**src/inc/srbc_pkg.sv**
```systemverilog
// ****************************************************************
// Shared constants and types
// ****************************************************************
package srbc_pkg;

  // ****************************************************************
  // Clock and timing
  // ****************************************************************
  localparam int CLK_MHZ = 100;                 // System clock rate in MHz
  localparam int AVG_WIN_MS = 134;              // Averaging window in ms
  localparam int AVG_WIN_CYC = AVG_WIN_MS * CLK_MHZ * 1000;
  localparam int AVG_SAMPLES = 64;              // Samples per channel per window
  localparam int AVG_SHIFT = 6;                 // log2 of AVG_SAMPLES
  localparam int SW_FREQ_MHZ = 1;               // Boost switching rate in MHz
  localparam int SW_PERIOD_CYC = CLK_MHZ / SW_FREQ_MHZ;
  localparam int MIN_PULSE_NS = 50;             // Least inductor pulse in ns
  localparam int MIN_PULSE_CYC = (MIN_PULSE_NS * CLK_MHZ + 999) / 1000;
  localparam int MAX_DUTY_PCT = 90;             // Duty ceiling in percent
  localparam int MAX_ON_CYC = SW_PERIOD_CYC * MAX_DUTY_PCT / 100;
  localparam int SOFT_DUTY_PCT = 25;            // Duty ceiling in low-current start
  localparam int SOFT_ON_CYC = SW_PERIOD_CYC * SOFT_DUTY_PCT / 100;
  localparam int SOFT_MS = 50;                  // Low-current start time in ms
  localparam int SOFT_CYC = SOFT_MS * CLK_MHZ * 1000;
  localparam int PWM_CYCLE_US = 820;            // LED PWM cycle in us
  localparam int PWM_CYCLE_CYC = PWM_CYCLE_US * CLK_MHZ;
  localparam int PWM_FAST_MULT = 16;            // Fast mode pulses per cycle

  // ****************************************************************
  // Register map
  // ****************************************************************
  localparam logic [7:0] BOOST_OUTPUT_ADDR = 8'h05;
  localparam logic [7:0] MEASURE_BOOST_CONTROL_ADDR = 8'h06;
  localparam logic [7:0] CONV_UPPER_ADDR = 8'h07;
  localparam logic [7:0] CONV_LOWER_ADDR = 8'h08;
  localparam logic [7:0] CONTROL_RESET = 8'h04;     // Adaptive voltage on
  localparam logic [4:0] BOOST_OUTPUT_RESET = 5'h14;
  localparam logic [4:0] VOUT_CODE_MIN = 5'h05;
  localparam logic [4:0] VOUT_CODE_MAX = 5'h14;

  // ****************************************************************
  // Control register layout
  // ****************************************************************
  typedef struct packed {
    logic [1:0] spare;                    // Bits 7:6, stored only
    logic readout_channel_select;         // Bit 5
    logic compensation_source_choice;     // Bit 4
    logic autoload_en;                    // Bit 3
    logic vout_adaptive;                  // Bit 2
    logic boost_run;                      // Bit 1
    logic chip_active;                    // Bit 0
  } srbc_ctrl_t;

  // Boost pin-side status, bundled as it arrives at the pins, before synchronising
  typedef struct packed {
    logic cur_trip;                       // Inductor current reached target
    logic switch_overcurrent;             // Voltage across switch too high
    logic feedback_open;                  // Feedback pin disconnected
  } srbc_boost_in_t;

endpackage

```
**src/rtl/srbc_core.sv**
```systemverilog
`timescale 1ns/1ns
// ****************************************************************
// Sensor readout and boost control
// ****************************************************************
// Behaviour
// - One 12-bit converter shared by two sensors
// - Results averaged over 134 ms window
// - Control bit 5 picks readout sensor
// - Control bit 4 picks compensation sensor
// - Control bit 3 switches active load
// - Control bit 2 manual versus adaptive voltage
// - Control bit 1 standby versus run when bit 0 is set
// - Fixed 1 MHz switching, minimum pulse
// - Manual voltage from binary code, 16 levels
// - Digital switch duty limit
// - Overcurrent ends switch pulse for cycle
// - Open feedback inhibits switching
// - LED PWM cycle 820 us from clock
// - Fast PWM gives sixteen pulses per cycle
// - 50 ms low-current start on run
// - Voltage codes clamp to 5..20
// - Adaptive voltage selected after reset
module srbc_core
  import srbc_pkg::*;
#(
  parameter int AVG_WIN = AVG_WIN_CYC,        // Averaging window in cycles
  parameter int SOFT_LEN = SOFT_CYC,          // Low-current start in cycles
  parameter int PWM_LEN = PWM_CYCLE_CYC       // LED PWM cycle in cycles
) (
  input wire logic sys_clk,
  input wire logic rst,
  input wire logic reg_wr,
  input wire logic reg_rd,
  input wire logic [7:0] reg_addr,
  input wire logic [7:0] reg_wdata,
  output logic [7:0] reg_rdata,
  output logic adc_start,
  output logic adc_input_select,
  input wire logic adc_done,
  input wire logic [11:0] adc_data,
  output logic [11:0] comp_value,
  input wire srbc_boost_in_t boost_pins,
  output logic boost_switch,
  output logic boost_low_current,
  output logic autoload_on,
  output logic vout_adaptive,
  output logic [4:0] vout_code,
  input wire logic pwm_fast,
  output logic pwm_cycle_start,
  output logic pwm_pulse_start
);

  // ****************************************************************
  // Registers
  // ****************************************************************
  srbc_ctrl_t ctrl_q;            // Control register
  logic [4:0] boost_code_q;      // Manual voltage code as written
  logic [7:0] lower_hold_q;      // Lower byte captured at upper read
  logic [7:0] rdata_q;           // Read data

  // Register writes
  always_ff @(posedge sys_clk or posedge rst) begin
    if (rst) begin
      ctrl_q <= CONTROL_RESET;
      boost_code_q <= BOOST_OUTPUT_RESET;
    end else if (reg_wr) begin
      if (reg_addr == MEASURE_BOOST_CONTROL_ADDR) begin
        ctrl_q <= reg_wdata;
      end else if (reg_addr == BOOST_OUTPUT_ADDR) begin
        boost_code_q <= reg_wdata[4:0];
      end
    end
  end

  // ****************************************************************
  // Conversion scheduling and averaging
  // ****************************************************************
  localparam int SMP_CYC = AVG_WIN / (2 * AVG_SAMPLES);
  logic [31:0] smp_cnt_q;        // Time to next conversion
  logic sel_q;                   // Sensor now being converted
  logic start_q;                 // Start pulse to the converter
  logic [11:0] avg_one;          // Averaged result, sensor one
  logic [11:0] avg_two;          // Averaged result, sensor two
  logic [11:0] readout;          // Result chosen for readout

  // Alternate the single converter between the sensors at a fixed pace
  always_ff @(posedge sys_clk or posedge rst) begin
    if (rst) begin
      smp_cnt_q <= 32'h0000_0000;
      start_q <= 1'b0;
    end else begin
      start_q <= 1'b0;
      if (smp_cnt_q == 32'(SMP_CYC - 1)) begin
        smp_cnt_q <= 32'h0000_0000;
        start_q <= 1'b1;
      end else begin
        smp_cnt_q <= smp_cnt_q + 32'h0000_0001;
      end
    end
  end

  // Channel toggles once each result is in, so samples never mix
  always_ff @(posedge sys_clk or posedge rst) begin
    if (rst) begin
      sel_q <= 1'b0;
    end else if (adc_done) begin
      sel_q <= ~sel_q;
    end
  end

  assign adc_start = start_q;
  assign adc_input_select = sel_q;

  // One averager per sensor; 64 samples each span the window
  srbc_avg u_avg_one (
    .sys_clk(sys_clk),
    .rst(rst),
    .smp_valid(adc_done & ~sel_q),
    .smp_data(adc_data),
    .avg_q(avg_one)
  );
  srbc_avg u_avg_two (
    .sys_clk(sys_clk),
    .rst(rst),
    .smp_valid(adc_done & sel_q),
    .smp_data(adc_data),
    .avg_q(avg_two)
  );

  // Readout and compensation sources chosen independently
  assign readout = ctrl_q.readout_channel_select ? avg_two : avg_one;
  assign comp_value = ctrl_q.compensation_source_choice ? avg_two : avg_one;

  // ****************************************************************
  // Register reads
  // ****************************************************************
  // Upper read freezes the lower byte; hosts must read upper first
  always_ff @(posedge sys_clk or posedge rst) begin
    if (rst) begin
      rdata_q <= 8'h00;
      lower_hold_q <= 8'h00;
    end else if (reg_rd) begin
      unique case (reg_addr)
        MEASURE_BOOST_CONTROL_ADDR: begin
          rdata_q <= ctrl_q;
        end
        BOOST_OUTPUT_ADDR: begin
          rdata_q <= {3'h0, boost_code_q};
        end
        CONV_UPPER_ADDR: begin
          rdata_q <= {4'h0, readout[11:8]};
          lower_hold_q <= readout[7:0];
        end
        CONV_LOWER_ADDR: begin
          rdata_q <= lower_hold_q;
        end
        default: begin
          rdata_q <= 8'h00;                          // Unmapped reads as zero
        end
      endcase
    end
  end

  assign reg_rdata = rdata_q;

  // ****************************************************************
  // Boost mode and voltage setting
  // ****************************************************************
  typedef enum logic [2:0] {
    BST_OFF = 3'b001,
    BST_SOFT = 3'b010,
    BST_RUN = 3'b100
  } srbc_bst_t;

  srbc_bst_t bst_q;              // Boost operating state
  logic [31:0] soft_cnt_q;       // Time spent in low-current start
  logic [4:0] code_clamped;      // Voltage code after clamping
  logic boost_en;                // Run bit and chip active together

  assign boost_en = ctrl_q.boost_run & ctrl_q.chip_active;

  // Standby drops straight to off; run starts gently
  always_ff @(posedge sys_clk or posedge rst) begin
    if (rst) begin
      bst_q <= BST_OFF;
      soft_cnt_q <= 32'h0000_0000;
    end else if (!boost_en) begin
      bst_q <= BST_OFF;
      soft_cnt_q <= 32'h0000_0000;
    end else begin
      unique case (bst_q)
        BST_OFF: begin
          bst_q <= BST_SOFT;
        end
        BST_SOFT: begin
          if (soft_cnt_q == 32'(SOFT_LEN - 1)) begin
            bst_q <= BST_RUN;
          end else begin
            soft_cnt_q <= soft_cnt_q + 32'h0000_0001;
          end
        end
        BST_RUN: begin
          bst_q <= BST_RUN;
        end
        default: begin
          bst_q <= BST_OFF;
        end
      endcase
    end
  end

  // Out-of-range codes map onto the nearest end
  always_comb begin
    if (boost_code_q < VOUT_CODE_MIN) begin
      code_clamped = VOUT_CODE_MIN;
    end else if (boost_code_q > VOUT_CODE_MAX) begin
      code_clamped = VOUT_CODE_MAX;
    end else begin
      code_clamped = boost_code_q;
    end
  end

  assign vout_code = code_clamped;
  assign vout_adaptive = ctrl_q.vout_adaptive;
  assign autoload_on = ctrl_q.autoload_en;
  assign boost_low_current = (bst_q == BST_SOFT);

  // ****************************************************************
  // Switch timing and protection
  // ****************************************************************
  srbc_boost_in_t pin_m_q;       // First synchroniser stage
  srbc_boost_in_t pin_s_q;       // Second synchroniser stage
  logic [6:0] sw_cnt_q;          // Position in the switching period
  logic sw_q;                    // Switch drive
  logic [6:0] on_limit;          // Duty ceiling for this state

  // Comparator outputs are asynchronous to the clock
  always_ff @(posedge sys_clk or posedge rst) begin
    if (rst) begin
      pin_m_q <= 3'h0;
      pin_s_q <= 3'h0;
    end else begin
      pin_m_q <= boost_pins;
      pin_s_q <= pin_m_q;
    end
  end

  // Free-running period counter keeps the spectrum fixed
  always_ff @(posedge sys_clk or posedge rst) begin
    if (rst) begin
      sw_cnt_q <= 7'h00;
    end else if (sw_cnt_q == 7'(SW_PERIOD_CYC - 1)) begin
      sw_cnt_q <= 7'h00;
    end else begin
      sw_cnt_q <= sw_cnt_q + 7'h01;
    end
  end

  assign on_limit = (bst_q == BST_SOFT) ? 7'(SOFT_ON_CYC) : 7'(MAX_ON_CYC);

  // Protection trips override even the minimum pulse
  always_ff @(posedge sys_clk or posedge rst) begin
    if (rst) begin
      sw_q <= 1'b0;
    end else if (bst_q == BST_OFF || pin_s_q.feedback_open) begin
      sw_q <= 1'b0;
    end else if (pin_s_q.switch_overcurrent) begin
      sw_q <= 1'b0;
    end else if (sw_cnt_q == 7'h00) begin
      sw_q <= 1'b1;
    end else if (sw_cnt_q >= on_limit) begin
      sw_q <= 1'b0;
    end else if (sw_cnt_q >= 7'(MIN_PULSE_CYC) && pin_s_q.cur_trip) begin
      sw_q <= 1'b0;
    end
  end

  assign boost_switch = sw_q;

  // ****************************************************************
  // LED PWM cycle timing
  // ****************************************************************
  localparam int PWM_SUB = PWM_LEN / PWM_FAST_MULT;
  logic [16:0] pwm_cnt_q;        // Position in the PWM cycle
  logic [12:0] sub_cnt_q;        // Position in the fast sub-cycle
  logic cyc_q;                   // Cycle start pulse
  logic pulse_q;                 // Pulse start pulse

  // Both counts run from the system clock, so accuracy tracks it
  always_ff @(posedge sys_clk or posedge rst) begin
    if (rst) begin
      pwm_cnt_q <= 17'h0_0000;
      sub_cnt_q <= 13'h0000;
      cyc_q <= 1'b0;
      pulse_q <= 1'b0;
    end else begin
      cyc_q <= 1'b0;
      pulse_q <= 1'b0;
      if (pwm_cnt_q == 17'(PWM_LEN - 1)) begin
        pwm_cnt_q <= 17'h0_0000;
        sub_cnt_q <= 13'h0000;
        cyc_q <= 1'b1;
        pulse_q <= 1'b1;
      end else begin
        pwm_cnt_q <= pwm_cnt_q + 17'h0_0001;
        if (sub_cnt_q == 13'(PWM_SUB - 1)) begin
          sub_cnt_q <= 13'h0000;
          pulse_q <= pwm_fast;
        end else begin
          sub_cnt_q <= sub_cnt_q + 13'h0001;
        end
      end
    end
  end

  assign pwm_cycle_start = cyc_q;
  assign pwm_pulse_start = pulse_q;

endmodule

```
**src/rtl/srbc_avg.sv**
```systemverilog
`timescale 1ns/1ns
// ****************************************************************
// Block averager for one sensor input
// ****************************************************************
module srbc_avg
  import srbc_pkg::*;
(
  input wire logic sys_clk,
  input wire logic rst,
  input wire logic smp_valid,
  input wire logic [11:0] smp_data,
  output logic [11:0] avg_q
);

  logic [17:0] sum_q;          // Running sum of the current block
  logic [5:0] cnt_q;           // Samples taken in the current block

  // Sum a fixed number of samples, then publish the mean
  always_ff @(posedge sys_clk or posedge rst) begin
    if (rst) begin
      sum_q <= 18'h0_0000;
      cnt_q <= 6'h00;
      avg_q <= 12'h000;
    end else if (smp_valid) begin
      cnt_q <= cnt_q + 6'h01;
      if (cnt_q == 6'(AVG_SAMPLES - 1)) begin
        // Last sample: power-of-two count keeps the divide a shift
        avg_q <= 12'((sum_q + {6'h00, smp_data}) >> AVG_SHIFT);
        sum_q <= 18'h0_0000;
      end else begin
        sum_q <= sum_q + {6'h00, smp_data};
      end
    end
  end

endmodule

```
**config.mk**
```make
export PLATFORM = sky130hd
export DESIGN_NAME = srbc_core
export DESIGN_NICKNAME = d
export VERILOG_FILES = /design/src/inc/srbc_pkg.sv /design/src/rtl/srbc_core.sv /design/src/rtl/srbc_avg.sv
export SDC_FILE = /design/constraint.sdc
export NUM_CORES = 1
export LEC_CHECK = 0
export BUFFER_PORTS_ARGS = -buffer_cell sky130_fd_sc_hd__buf_2
export CELL_PAD_IN_SITES_DETAIL_PLACEMENT = 0
export CELL_PAD_IN_SITES_GLOBAL_PLACEMENT = 1
export CORE_MARGIN = 10
export CORE_UTILIZATION = 40
export DETAILED_ROUTE_END_ITERATION = 7
export PLACE_DENSITY_LB_ADDON = 0.1
export SLEW_MARGIN = 30
export SYNTH_ARGS = -nofsm -noshare
export SYNTH_HDL_FRONTEND = slang
export SYNTH_HIERARCHICAL = 1
export SYNTH_SLANG_ARGS = --single-unit
```
**constraint.sdc**
```tcl
create_clock -name sys_clk -period 6.24 [get_ports sys_clk]
set_input_delay 1.248 -clock sys_clk [delete_from_list [all_inputs] [get_ports sys_clk]]
set_output_delay 1.248 -clock sys_clk [all_outputs]
set_load 0.02 [all_outputs]
```
* Yosys cells after proc, flatten, opt, wreduce, memory -nomap -nowiden
Index checks and enable logic that the tools add are counted.
** Word-level totals
- Output and inout port bits :: 33
- Memory bits (writable) :: 0
- Memories kept :: 0
- Logic and storage cells :: 106
- Input bits :: 37
- ROM bits :: 0
- Latch bits :: 0
- Register bits after elaboration :: 216
** Cells by class
- Eq/ne operators :: 17
- Muxes and demuxes :: 28
- Divide/modulo/power cells :: 0
- Multiply operators :: 0
- Bitwise logic cells :: 5
- Reductions and logical operators :: 10
- Shift operators :: 0
- Add/subtract/negate cells :: 9
- $lt $le $gt $ge :: 4
** Operators with widths (count)
- 2-to-1 mux 32 bit :: 4
- adder 32 x 1 -> 32 bit (second input constant) :: 2
- adder 18 x 12 -> 18 bit :: 2
- 2-to-1 mux 18 bit :: 2
- == test 32 x 17 -> 1 bit (second input constant) :: 1
- == test 32 x 23 -> 1 bit (second input constant) :: 1
- case mux 8 bit (4 select lines) :: 1
- 2-to-1 mux 13 bit :: 2
- == test 8 x 3 -> 1 bit (second input constant) :: 3
- 2-to-1 mux 12 bit :: 2
- adder 17 x 1 -> 17 bit (second input constant) :: 1
- == test 17 bit (second input constant) :: 1
- 2-to-1 mux 17 bit :: 1
- 2-to-1 mux 7 bit :: 2
- adder 13 x 1 -> 13 bit (second input constant) :: 1
- == test 13 bit (second input constant) :: 1
- adder 6 x 1 -> 6 bit (second input constant) :: 2
- == test 6 bit (second input constant) :: 2
- 2-to-1 mux 5 bit :: 2
- AND reduction 2 bit :: 5
- 2-to-1 mux 1 bit :: 9
- case mux 3 bit (3 select lines) :: 1
- == test 8 x 4 -> 1 bit (second input constant) :: 1
- adder 7 x 1 -> 7 bit (second input constant) :: 1
- other kinds (18) :: 23

* Logic depth before layout (Yosys ltp)
- Depth after elaboration :: 7
- Depth in mapped cells :: 9

* Hierarchy
The synthesis kept the hierarchy.
** Modules (own cells, without submodules)
- srbc_core :: instances 1, cells each 675, seq. area each 3608.5 um^2, area an instance 7090.6 um^2
- srbc_avg :: instances 2, cells each 238, seq. area each 900.9 um^2, area an instance 2204.6 um^2

* Worst setup path after synthesis
OpenSTA, ideal clock, no wires.
- Path kind :: input -> register
- Start :: in adc_data[0]
- End :: reg u_avg_one.sum_q[14]
- Setup slack :: 3.329 ns
- Arrival :: 2.785 ns
- Stages on the path :: 8
- Cell sequence :: ha_1 > inv_1 > fa_1 > nor2b_1 > o221ai_1 > nand2_1 > a41oi_2 > a311o_1
** Between the ends
- Word-level cells in the longest chain between the ends :: 2
** Ends and longest elaborated chain
- start: declaration :: line srbc_core.sv:40 : input wire logic [11:0] adc_data,
- adder 18 x 12 -> 18 bit :: line srbc_avg.sv:31 : sum_q <= sum_q + {6'h00, smp_data};
- 2-to-1 mux 18 bit :: line srbc_avg.sv:26 : if (cnt_q == 6'(AVG_SAMPLES - 1)) begin
- end signal: assignment :: line srbc_avg.sv:31
- end: declaration :: line srbc_avg.sv:15 : logic [17:0] sum_q;
Every way passes these cells.
A chain may end at the register's enable or synchronous reset.

* Worst setup path after layout
- Start :: reg ctrl_q[4] (netlist name)
- End :: out comp_value[11]
** Between the ends
- Word-level cells in the longest chain between the ends :: 1
** Ends and longest elaborated chain
- start: declaration :: line srbc_core.sv:56 : srbc_ctrl_t ctrl_q;
- start signal: assignment :: line srbc_core.sv:68 : ctrl_q <= reg_wdata;
- 2-to-1 mux 12 bit :: line srbc_core.sv:132 : assign comp_value = ctrl_q.compensation_source_choice ? avg_two : avg_one;
- end: declaration :: line srbc_core.sv:41 : output logic [11:0] comp_value,
Every way passes these cells.

==> results.sh <==
export IMPL_tns_ns=0
export IMPL_status="complete, no violations"
export IMPL_synthCells=1151
export IMPL_post_cts_buffers=0
export IMPL_gp_congestion=0.8025
export IMPL_synth_edf_count=0
export IMPL_seq_area_frac_synth=0.4705
export IMPL_h_tree_depth=1
export IMPL_antenna_found_initial=0
export IMPL_diodes=0
export IMPL_ant_nets=0
export IMPL_start_kind="flop"
export IMPL_drive_gt1_frac=0.1496
export IMPL_clk_latency_ns=0.52
export IMPL_numCtsBuffers=27
export IMPL_relSlewSlack=0.4067
export IMPL_routed_via_density=5.267
export IMPL_design_core_area_um2=28550
export IMPL_dieArea_um2=35930
export IMPL_hpwl_um=19340
export IMPL_setup_viol=0
export IMPL_cts_resized=0
export IMPL_cp_top_family="flip-flops"
export IMPL_yosys_top_cells_count="dfrtp_1, nor2_1, nand2_1"
export IMPL_crit_slowest_cell="dfrtp_1"
export IMPL_netlist_area_um2=11500
export IMPL_yosysWarnings=6
export IMPL_max_freq_ghz=0.3207
export IMPL_cts_root_buf="clkbuf_16"
export IMPL_wire_per_inst_um=16.67
export IMPL_drt_initial_drc_count=572
export IMPL_numClockSinks=216
export IMPL_cts_reportedPaths_clkPinSlew_ns=0.06
export IMPL_avgSynthCellArea_um2=9.991
export IMPL_slowest_delay_ns=0.73
export IMPL_hold_path_class="reg2reg"
export IMPL_start_util=0.4028
export IMPL_rrSetupSlack_ns=3.83
export IMPL_grt_start_max_net_pins=62
export IMPL_portBuffers=69
export IMPL_synth_main_ff_cell="dfrtp_1"
export IMPL_maxCapViolCount=0
export IMPL_synth_area_top_cells="dfrtp_1, xnor2_1, xor2_1"
export IMPL_report_final_slew_viol_count=0
export IMPL_firstDrtPassIters=5
export IMPL_grt_ovfl_total=0
export IMPL_crit_buf_inv=1
export IMPL_synth_most_common_cell="dfrtp_1"
export IMPL_row_count=62
export IMPL_grt_pass1_vias=8562
export IMPL_cts_tree="built"
export IMPL_cp_data_required_time_ns=4.99
export IMPL_arrival_ns=1.87
export IMPL_syn_nets=1227
export IMPL_power_density_nw_per_um2=350.6
export IMPL_vdd_drop_max_uv=273.4
export IMPL_ys_async_sr_fraction=1.000
export IMPL_synth_top_cell_by_area="dfrtp_1"
export IMPL_synth_distinct_cells=75
export IMPL_path_cells="mux2_2 -> buf_2"
export IMPL_clockBufferDepth=3
export IMPL_die_w_um=189.6
export IMPL_io_pins=70
export IMPL_fin_crit_sh=0.4997
export IMPL_synth_seq_cells=216
export IMPL_routed_wl_um=27120
export IMPL_grt_pass1_wl_um=45970
export IMPL_path_max_fanout=14
export IMPL_end_kind="output pin"
export IMPL_tightestPinTransition_ns=0.8867
export IMPL_syn_to_final_growth_pct=14.42
export IMPL_post_route_min_period_ns=3.118
export IMPL_grt_usage=0.1524
export IMPL_fin_skew_ns=0.007204
export IMPL_drc=0
export IMPL_cts_hold_buf=0
export IMPL_pre_cts_slack_ns=2.759
export IMPL_fin_nets=1300
export IMPL_die_height_um=189.6
export IMPL_leakagePower_nw=5.836
export IMPL_finalHoldViolCount=0
export IMPL_rsz0062_at_grt="no"
export IMPL_dr_total_vias=8570
export IMPL_critPathKind="reg2out"
export IMPL_finalWorstSetupSlack_ns=3.122
export IMPL_synth_top_cell_area_share=0.4613
export IMPL_n_fill_cell=2828
[path summary, 6_finish.rpt]
path                                           startpoint                               to  cells after the start
max                                 ctrl_q[4]$_DFFE_PP0P_                   comp_value[11]                      2
min                                  pin_m_q[1]$_DFF_PP0_             pin_s_q[1]$_DFF_PP0_                      0
max reg2reg                u_avg_one/cnt_q[0]$_DFFE_PP0P_  u_avg_one/sum_q[17]$_DFFE_PP0P_                      6
min reg2reg                          pin_m_q[1]$_DFF_PP0_             pin_s_q[1]$_DFF_PP0_                      0
max in group asynchronous                             rst      lower_hold_q[7]$_DFFE_PP0P_                      3
min in group asynchronous                             rst     adc_input_select$_DFFE_PP0P_                      2
[flip-flops by register name (all words and copies together), names as in the netlist, 3 cells and up]
| signal | flops |
|---|---|
| sw_cnt_q | 7 |
| u_avg_two/sum_q | 18 |
| pwm_cnt_q | 17 |
| u_avg_two/cnt_q | 6 |
| bst_q | 3 |
| reg_rdata | 8 |
| soft_cnt_q | 32 |
| smp_cnt_q | 32 |
| u_avg_one/cnt_q | 6 |
| u_avg_two/avg_q | 12 |
| boost_code_q | 5 |
| pin_s_q | 3 |
| sub_cnt_q | 13 |
| ctrl_q | 6 |
| pin_m_q | 3 |
| u_avg_one/avg_q | 12 |
| u_avg_one/sum_q | 18 |
| lower_hold_q | 8 |
[layout make-up]
type / count / area (um2) / area share
Clock buffer: 40 / 814.5 / 0.06191
Clock inverter: 8 / 90.09 / 0.006847
Inverter: 58 / 227.7 / 0.01731
Multi-Input combinational cell: 841 / 5694 / 0.4328
Sequential cell: 216 / 5410 / 0.4112
Tap cell: 384 / 480.5 / 0.03652
Timing Repair Buffer: 80 / 440.4 / 0.03347
[metrics by stage]
step	power, mW	hold WS [ns]	area (um2)	cells	utilization
global route	4.935	0.3495	13160	1627	0.4609
detailed placement	3.064	0.3347	12230	1577	0.4283
floorplan	2.735	0.3312	11500	1151	-
finish	4.614	0.3468	13160	1627	0.4609
CTS	4.671	0.3479	13130	1625	0.4599
global placement	3.062	0.3324	12230	1577	0.4283
[cell families after synthesis]
group / synth area share
xor gates and xnor gates: 0.08606
DFF: 0.4705
buffers and inverters: 0.03460
AOI/OAI and AO/OA: 0.1240
adders and majority gates: 0.04374
muxes: 0.03775
and+or+nand+nor: 0.2034
[power by group]
group / internal [mW] / switching (mW) / total, mW
combinational: 0.547 / 0.783 / 1.33
sequential: 1.56 / 0.146 / 1.71
clock: 0.976 / 0.597 / 1.57
[routing by layer]
| layer | routed length, um | vias to the layer above | global-route usage |
|---|---|---|---|
| met4 | 449 | 0 | 0.03541 |
| met3 | 984 | 32 | 0.02289 |
| met1 | 13490 | 4143 | 0.2160 |
| met2 | 12190 | 114 | 0.2404 |
| met5 | 0 | - | 0 |
| li1 | - | 4281 | - |
[layout by cell type, fill, tap and decap left out, types with 6 or more instances in the layout]
| master | netlist | layout |
|---|---|---|
| a211oi_1 | 7 | 7 |
| a21o_1 | 12 | 12 |
| a21oi_1 | 49 | 49 |
| a31oi_1 | 7 | 7 |
| and2_1 | 7 | 7 |
| and3_1 | 26 | 26 |
| buf_2 | 2 | 69 |
| buf_4 | 4 | 9 |
| clkbuf_16 | 0 | 27 |
| clkbuf_8 | 0 | 11 |
| clkinv_2 | 0 | 6 |
| dfrtp_1 | 212 | 212 |
| ha_1 | 37 | 37 |
| inv_1 | 56 | 55 |
| mux2_2 | 27 | 27 |
| mux2i_1 | 13 | 13 |
| nand2_1 | 89 | 89 |
| nand2b_1 | 6 | 6 |
| nand3_1 | 66 | 66 |
| nand4_1 | 37 | 37 |
| nor2_1 | 93 | 93 |
| nor2b_1 | 15 | 14 |
| nor3_1 | 12 | 12 |
| nor4_1 | 10 | 10 |
| nor4b_1 | 8 | 8 |
| o211ai_1 | 10 | 10 |
| o21ai_0 | 59 | 59 |
| o22ai_1 | 17 | 17 |
| o2bb2ai_1 | 6 | 6 |
| or3_1 | 14 | 14 |
| or4_1 | 10 | 10 |
| xnor2_1 | 59 | 59 |
| xor2_1 | 54 | 54 |
Note: power is estimated with default switching activity, not from simulation.
